===== src/sprg_pkg.sv =====
/*
 * Package for the supply and pushbutton reset generator: timing figures
 * and the cycle counts derived from them.
 * Assumes a 20 MHz system clock.
 */
package sprg_pkg;
   localparam int unsigned CLK_HZ            = 20_000_000;
   // Periods in milliseconds, least figures
   localparam int unsigned SHORT_RECOVERY_MS = 150;
   localparam int unsigned LONG_RECOVERY_MS  = 1200;
   localparam int unsigned MANUAL_PULSE_MS   = 150;
   localparam int unsigned DEBOUNCE_MS       = 150;
   // Supply dip tolerance, microseconds, and its depth scaling
   localparam int unsigned DIP_BASE_US       = 20;
   localparam int unsigned CNT_W             = 26;
   localparam logic [CNT_W-1:0] CNT_ZERO     = 26'h000_0000;
   localparam longint unsigned SHORT_RECOVERY_CYC = longint'(SHORT_RECOVERY_MS) * CLK_HZ / 1000;
   localparam longint unsigned LONG_RECOVERY_CYC  = longint'(LONG_RECOVERY_MS) * CLK_HZ / 1000;
   localparam longint unsigned MANUAL_PULSE_CYC   = longint'(MANUAL_PULSE_MS) * CLK_HZ / 1000;
   localparam longint unsigned DEBOUNCE_CYC       = longint'(DEBOUNCE_MS) * CLK_HZ / 1000;
   localparam longint unsigned DIP_BASE_CYC       = longint'(DIP_BASE_US) * CLK_HZ / 1000000;
   localparam logic [1:0] DEPTH_RESET = 2'h0;
endpackage


===== src/sprg_timer_if.sv =====
/*
 * Interface between the generator and its down-counter timer.
 * Assumes both ends run on the same clock.
 */
`timescale 1ns/1ps
`default_nettype none
interface sprg_timer_if;
   logic                       load;
   logic [sprg_pkg::CNT_W-1:0] count;
   logic                       busy;
   modport ctl (output load, output count, input busy);
   modport tmr (input load, input count, output busy);
endinterface
`default_nettype wire


===== src/sprg_timer.sv =====
/*
 * Loadable down-counter; busy while nonzero.
 * Assumes a synchronous active-low reset.
 */
`timescale 1ns/1ps
`default_nettype none
module sprg_timer
   import sprg_pkg::*;
(
   input  wire logic  clock_in,
   input  wire logic  rstn_in,
   sprg_timer_if.tmr  tif
);
   logic [CNT_W-1:0] cnt_q;
   logic [CNT_W-1:0] cnt_d;

   assign cnt_d    = tif.load ? tif.count : ((cnt_q != CNT_ZERO) ? cnt_q - 1'b1 : CNT_ZERO);
   assign tif.busy = (cnt_q != CNT_ZERO);

   always_ff @(posedge clock_in) begin
      if (!rstn_in) cnt_q <= CNT_ZERO;
      else          cnt_q <= cnt_d;
   end
endmodule // sprg_timer
`default_nettype wire


===== src/sprg_gen.sv =====
/*
 * Supply and pushbutton reset generator: supply undervoltage with recovery
 * stretch, edge-triggered manual one-shot with release debounce.
 * Assumes undervoltage and manual inputs are asynchronous pins; one clock.
 */
// Function
// - Reset low on undervoltage or manual fall
// - Hold reset for recovery after supply returns
// - Manual fall fires fixed-length one-shot
// - Ignore falls during pulse or debounce
// - Debounce starts once input is high after the pulse ends
// - Re-arm after input high debounce period
// - Manual and debounce periods fixed across options
// - Brief dips tolerated, less when deeper
`timescale 1ns/1ps
`default_nettype none
module sprg_gen
   import sprg_pkg::*;
#(
   parameter int unsigned RECOVERY_SHORT_CYC = 32'(SHORT_RECOVERY_CYC),
   parameter int unsigned RECOVERY_LONG_CYC  = 32'(LONG_RECOVERY_CYC),
   parameter int unsigned MANUAL_CYC         = 32'(MANUAL_PULSE_CYC),
   parameter int unsigned DEBOUNCE_CYC_P     = 32'(DEBOUNCE_CYC),
   parameter int unsigned DIP_CYC            = 32'(DIP_BASE_CYC)
)(
   input  wire logic       clock_in,
   input  wire logic       rstn_in,
   input  wire logic       undervoltage_in,
   input  wire logic [1:0] dip_depth_in,
   input  wire logic       long_timeout_option_in,
   input  wire logic       manual_reset_input_n_in,
   output logic            reset_n_out,
   output logic            manual_armed_out
);
   // ---------------------------------------------------------------
   // Input synchronisers
   // ---------------------------------------------------------------
   logic [1:0] uv_sync_q;
   logic [1:0] mr_sync_q;
   logic       mr_prev_q;
   logic       uv_s;
   logic       mr_s;
   assign uv_s = uv_sync_q[1];
   assign mr_s = mr_sync_q[1];

   // ---------------------------------------------------------------
   // Supply path: dip filter and recovery stretch
   // ---------------------------------------------------------------
   logic [CNT_W-1:0] dip_q;
   logic [CNT_W-1:0] dip_limit;
   logic             uv_valid_q;
   logic             uv_valid_d;
   logic             uv_fall;
   // Deeper dips cut the tolerated width by halves
   assign dip_limit  = CNT_W'(DIP_CYC) >> dip_depth_in;
   assign uv_valid_d = uv_s && (uv_valid_q || (dip_q + 1'b1 >= dip_limit));
   assign uv_fall    = uv_valid_q && !uv_valid_d;

   sprg_timer_if rec_if ();
   sprg_timer u_rec (.clock_in(clock_in), .rstn_in(rstn_in), .tif(rec_if));
   assign rec_if.load  = uv_valid_q;
   assign rec_if.count = long_timeout_option_in ? CNT_W'(RECOVERY_LONG_CYC)
                                                : CNT_W'(RECOVERY_SHORT_CYC);

   // ---------------------------------------------------------------
   // Manual path state machine
   // ---------------------------------------------------------------
   typedef enum logic [1:0] {SPRG_ARMED, SPRG_PULSE, SPRG_WAIT_HIGH, SPRG_DEBOUNCE} sprg_mr_t;
   sprg_mr_t  st_q;
   sprg_mr_t  st_d;
   logic [CNT_W-1:0] pulse_q;
   logic [CNT_W-1:0] deb_q;
   logic      mr_fall;
   logic [CNT_W-1:0] pulse_d;
   logic [CNT_W-1:0] deb_d;
   logic      deb_enter;
   assign mr_fall = mr_prev_q && !mr_s;

   always_comb begin
      st_d = st_q;
      case (st_q)
         SPRG_ARMED:     if (mr_fall) st_d = SPRG_PULSE;
         // Falls here are simply not looked at
         SPRG_PULSE:     if (pulse_q == CNT_ZERO) st_d = SPRG_WAIT_HIGH;
         SPRG_WAIT_HIGH: if (mr_s) st_d = SPRG_DEBOUNCE;
         SPRG_DEBOUNCE: begin
            if (!mr_s) st_d = SPRG_WAIT_HIGH;
            else if (deb_q == CNT_ZERO) st_d = SPRG_ARMED;
         end
         default:        st_d = SPRG_ARMED;
      endcase
   end

   // Same length for both options; the option input is never looked at here
   assign pulse_d   = (st_q == SPRG_ARMED) ? CNT_W'(MANUAL_CYC - 1)
                      : ((pulse_q != CNT_ZERO) ? pulse_q - 1'b1 : CNT_ZERO);
   // Every new entry restarts the full window, so a bounce resets it
   assign deb_enter = (st_d == SPRG_DEBOUNCE) && (st_q != SPRG_DEBOUNCE);
   assign deb_d     = deb_enter ? CNT_W'(DEBOUNCE_CYC_P - 1)
                      : ((deb_q != CNT_ZERO) ? deb_q - 1'b1 : CNT_ZERO);

   logic mr_active;
   assign mr_active = (st_d == SPRG_PULSE);
   // Both sources OR together; each finishes on its own time
   logic rst_d;
   assign rst_d = !(uv_valid_d || uv_valid_q || rec_if.busy || mr_active);

   // ---------------------------------------------------------------
   // Registers
   // ---------------------------------------------------------------
   // Synchronisers leave reset at the idle levels of their pins,
   // so no false manual edge follows reset
   always_ff @(posedge clock_in) begin
      if (!rstn_in) begin
         uv_sync_q <= 2'h0;
         mr_sync_q <= 2'h3;
         mr_prev_q <= 1'b1;
      end else begin
         uv_sync_q <= {uv_sync_q[0], undervoltage_in};
         mr_sync_q <= {mr_sync_q[0], manual_reset_input_n_in};
         mr_prev_q <= mr_s;
      end
   end

   always_ff @(posedge clock_in) begin
      if (!rstn_in) begin
         dip_q      <= CNT_ZERO;
         uv_valid_q <= 1'b0;
      end else begin
         dip_q      <= uv_s ? dip_q + 1'b1 : CNT_ZERO;
         uv_valid_q <= uv_valid_d;
      end
   end

   always_ff @(posedge clock_in) begin
      if (!rstn_in) begin
         st_q    <= SPRG_ARMED;
         pulse_q <= CNT_ZERO;
         deb_q   <= CNT_ZERO;
      end else begin
         st_q    <= st_d;
         pulse_q <= pulse_d;
         deb_q   <= deb_d;
      end
   end

   // Outputs straight from flip-flops; reset is held low during rstn_in
   always_ff @(posedge clock_in) begin
      if (!rstn_in) begin
         reset_n_out      <= 1'b0;
         manual_armed_out <= 1'b0;
      end else begin
         reset_n_out      <= rst_d;
         manual_armed_out <= (st_d == SPRG_ARMED);
      end
   end

   // ---------------------------------------------------------------
   // Check helpers
   // ---------------------------------------------------------------
   // Pulse length counted on the side; a long repetition would choke the tools
   logic [CNT_W-1:0] chk_len_q;
   always_ff @(posedge clock_in) begin
      if (!rstn_in) begin
         chk_len_q <= CNT_ZERO;
      end else if (st_q == SPRG_PULSE) begin
         chk_len_q <= chk_len_q + 1'b1;
      end else begin
         chk_len_q <= CNT_ZERO;
      end
   end
endmodule // sprg_gen
`default_nettype wire


===== config.mk =====
export PLATFORM = sky130hd
export DESIGN_NAME = sprg_gen
export DESIGN_NICKNAME = d
export VERILOG_FILES = /design/src/sprg_pkg.sv /design/src/sprg_timer_if.sv /design/src/sprg_timer.sv /design/src/sprg_gen.sv
export SDC_FILE = /design/constraint.sdc
export NUM_CORES = 1
export LEC_CHECK = 0
export BUFFER_PORTS_ARGS = -buffer_cell sky130_fd_sc_hd__buf_2
export CORE_UTILIZATION = 65
export CTS_BUF_LIST = sky130_fd_sc_hd__clkbuf_2
export CTS_CLUSTER_SIZE = 16
export DETAILED_ROUTE_END_ITERATION = 6
export PLACE_DENSITY = 0.82
export SYNTH_ARGS = -nofsm -noshare
export SYNTH_HDL_FRONTEND = slang
export SYNTH_SLANG_ARGS = --single-unit
export TNS_END_PERCENT = 1

===== constraint.sdc =====
create_clock -name clock_in -period 3.7 [get_ports clock_in]
set_input_delay 0.555 -clock clock_in [delete_from_list [all_inputs] [get_ports clock_in]]
set_output_delay 0.555 -clock clock_in [all_outputs]
set_load 0.01 [all_outputs]

==> flow_summary.toml <==
[outcome]
outcome = "finished, final reports clean"

[die]
chipHeight_um = 91.9
core_area_um2 = 7770
floorplan.initialDensity_pct = 67.7
fp-row-count = 32
floorplan.die.width_um = 91.9
boundary_pins = 9
die_area_um2 = 8450

[yosys]
share_of_the_synthesized_area_in_the_top_cell_type_pct = 43.4
top_cells_by_area_synth = "sky130_fd_sc_hd__dfxtp_1 (43%), sky130_fd_sc_hd__xnor2_1 (9.0%), sky130_fd_sc_hd__xor2_1 (6.2%)"
netlist_instances = 589
synth.net_count = 612
yosys_most_used_dff = "sky130_fd_sc_hd__dfxtp_1"
asyncSetResetFlopFracSynth_pct = 0
synth_area_leader_cell = "sky130_fd_sc_hd__dfxtp_1"
yosys.cell_count.top_type = "sky130_fd_sc_hd__dfxtp_1"
netlist_area_um2 = 5260
synth_edf_count = 0
postSynthAreaPerCell_um2 = 8.93
synth.distinct_cells = 52
synth-seq-cells = 114
ys.warnings.count = 0
synth-seq-area-share_pct = 43.4
yosys-top-cells-count = "sky130_fd_sc_hd__dfxtp_1 (114), sky130_fd_sc_hd__nor2_1 (85), sky130_fd_sc_hd__xnor2_1 (54)"

[sta]
final_hold_viol_count = 0
tns_ns = 0
timing.max_slew.rel_slack_pct = 38.5
worst-slew-pin-transition_ns = 0.920
final-max-slew-violation-count = 0
setup-violations-final = 0
post-route-period-util_pct = 83.7
hold_slack_ns = 0.116
grt_setup_unrepaired = "false"
fmaxAchievable_mhz = 323
layout_min_cycle_time_ns = 3.10
final.setup_skew_ns = 0.0425

[clock_network]
cts_hold_repair.buffers = 0
cts_setup_buffers = 0
clkSlewWorstSetupHoldPaths_ns = 0.16
htreeDepth = 4
clk_path_buf_depth = 2
clock_latency_on_the_worst_skew_pair_ns = 0.64
postCtsResizedCells = 0
cts_tree = "yes"
cts.sinks = 114
clockRootBuffer = "sky130_fd_sc_hd__clkbuf_2"
cts_inserted_buffers = 17

[global_route]
grt_antenna_before_repair = 0
groute.usage.overall_pct = 24.7
grt_max_degree = 28
grt_pass1_vias = 3918
grt_pass1_wl_um = 16700
overflow = 0

[setup_path]
r2r.worst_path.cells = 11
worst_ep_required_time_ns = 4.23
critPathLaunch = "dip_q[4]$_SDFF_PN0_"
worst-path-max-fanout = 11
r2r-end = "reset_n_out$_SDFF_PN0_"
worst_ep_arrival_time_ns = 3.63
crit_path_end_kind = "register"
worstReg2RegStart = "dip_q[4]$_SDFF_PN0_"
setup_slack_of_the_most_critical_reg_to_reg_path_ns = 0.60
worst_path_class_setup = "reg -> reg"
timing.critical_path.from_type = "register"

[pwr]
share_seq_of_total_power_pct = 45.8
power.share.switching_pct = 35.9
cellInternalPower_mw = 2.36
p_sw_mw = 1.32
p_leak_nw = 2.01
power.density_nw_per_um2 = 658
share_comb_of_total_power_pct = 31.6
clock_power_share_pct = 22.6
peakVddDrop_v = 0.000491

[layout]
finalInstanceArea_um2 = 5590
nets = 625
fillers = 612
fin_util_pct = 72.0
final_layout_size_suffix_gt1_share_pct = 9.43
area.growth.synth_to_final_pct = 6.38
n_antenna_cell = 0

[run]
drv.max_cap_violation_count = 0

[placement]
dp_hpwl_um = 6790
place_area_um2 = 5360
gp_routability_congestion = 0.815
port-buffer-count = 8

[drt]
postRouteAntennaNets = 0
routed_via_density = 5.70
vias = 4086
initial_drt_markers = 159
wirelength_um = 9880
route.detailed.wl_per_inst_um = 13.8
firstDrtPassIters = 4
remaining_drc_errors = 0

[min_path]
type_of_the_tightest_min_delay_check = "in -> reg"
timing.hold.worst_path_depth = 2
min-delay-start = "manual_reset_input_n_in"
worst_hold_path.endpoint = "mr_sync_q[0]$_SDFF_PN1_"
## worst max-delay path, stage by stage, from the launching register on
cell                        delay, ns
sky130_fd_sc_hd__dfxtp_1         0.44
sky130_fd_sc_hd__nand4_1         0.39
sky130_fd_sc_hd__nor2_1          0.25
sky130_fd_sc_hd__xor2_1          0.21
sky130_fd_sc_hd__ha_1            0.29
sky130_fd_sc_hd__nand4_1         0.11
sky130_fd_sc_hd__nor2_1          0.04
sky130_fd_sc_hd__a2111oi_0       0.52
sky130_fd_sc_hd__o2111ai_1       0.20
sky130_fd_sc_hd__a21oi_1         0.18
sky130_fd_sc_hd__nand4_1         0.15
sky130_fd_sc_hd__a211oi_2        0.24
## cell usage in the layout, fill, tap and decap left out, drive strengths merged, types with 6 or more instances in the layout
cell type / n
a21oi: 11
buf: 8
clkbuf: 18
clkinv: 8
dfxtp: 114
ha: 16
inv: 16
nand2: 34
nand2b: 6
nand3: 17
nand4: 13
nor2: 85
nor2b: 12
nor3: 21
nor4: 21
o21ai: 51
o31ai: 7
or3: 10
or4: 12
xnor2: 54
xor2: 37
## metal layers
layer	track usage (%)	vias up	wire, µm
li1	-	2073	-
met1	29.5	1899	4450
met2	42.2	95	4880
met3	6.63	19	408
met4	9.38	0	133
met5	0	-	0
## state kept, by name, summed over array words and instances (netlist names)
signal,cells
dip_q,26
u_rec.cnt_q,26
reset_n_out,1
mr_prev_q,1
uv_sync_q,2
st_q,2
pulse_q,26
mr_sync_q,2
deb_q,26
manual_armed_out,1
rec_if.load,1
## power groups by stage
| stage | sequential [mW] | combinational, mW | clock (mW) |
|---|---|---|---|
| after CTS | 1.68 | 1.17 | 0.840 |
| final | 1.69 | 1.17 | 0.831 |
| after global placement | 1.69 | 1.12 | 0 |
| after global routing | 1.72 | 1.32 | 0.894 |
| after floorplan | 1.66 | 0.987 | 0 |
| after detailed placement | 1.71 | 1.16 | 0 |
## area by class of cell
| cell class | count | area, µm² | share of cell area [%] |
|---|---|---|---|
| sequential | 114 | 2280 | 40.8 |
| clock inverter | 14 | 145 | 2.59 |
| inverter | 16 | 60.1 | 1.07 |
| tap | 102 | 128 | 2.28 |
| timing repair buffer | 8 | 40.0 | 0.716 |
| clock buffer | 18 | 90.1 | 1.61 |
| multi-input combinational | 445 | 2850 | 50.9 |
## per-stage QoR
step,cells,setup WS (ns),power [mW]
2_1_floorplan,589,1.25,2.65
3_3_place_gp,685,0.780,2.81
3_5_place_dp,685,0.719,2.87
4_1_cts,717,0.667,3.69
5_1_grt,717,0.294,3.93
6_report,717,0.605,3.68
## worst max path at each step
stage               slack [ns]                     end  depth (start not counted)
finish                    0.60  reset_n_out$_SDFF_PN0_                         11
detailed placement        0.72  rec_if.load$_SDFF_PN0_                         11
floorplan                 1.25  reset_n_out$_SDFF_PN0_                         12
global route              0.29  reset_n_out$_SDFF_PN0_                         11
CTS                       0.67  reset_n_out$_SDFF_PN0_                         11
global placement          0.78  rec_if.load$_SDFF_PN0_                         11
## cells by family (layout without fill, tap and decap cells)
kind of cell | Yosys count | count (layout) | synth area share, %
DFF | 114 | 114 | 43.4
and+or+nand+nor | 254 | 254 | 25.4
adders and majority gates | 16 | 16 | 3.81
buffers and inverters | 30 | 56 | 2.43
muxes | 3 | 3 | 0.571
AOI/OAI and AO/OA | 81 | 81 | 9.28
xor gates and xnor gates | 91 | 91 | 15.2
Note: power is estimated with default switching activity, not from simulation.
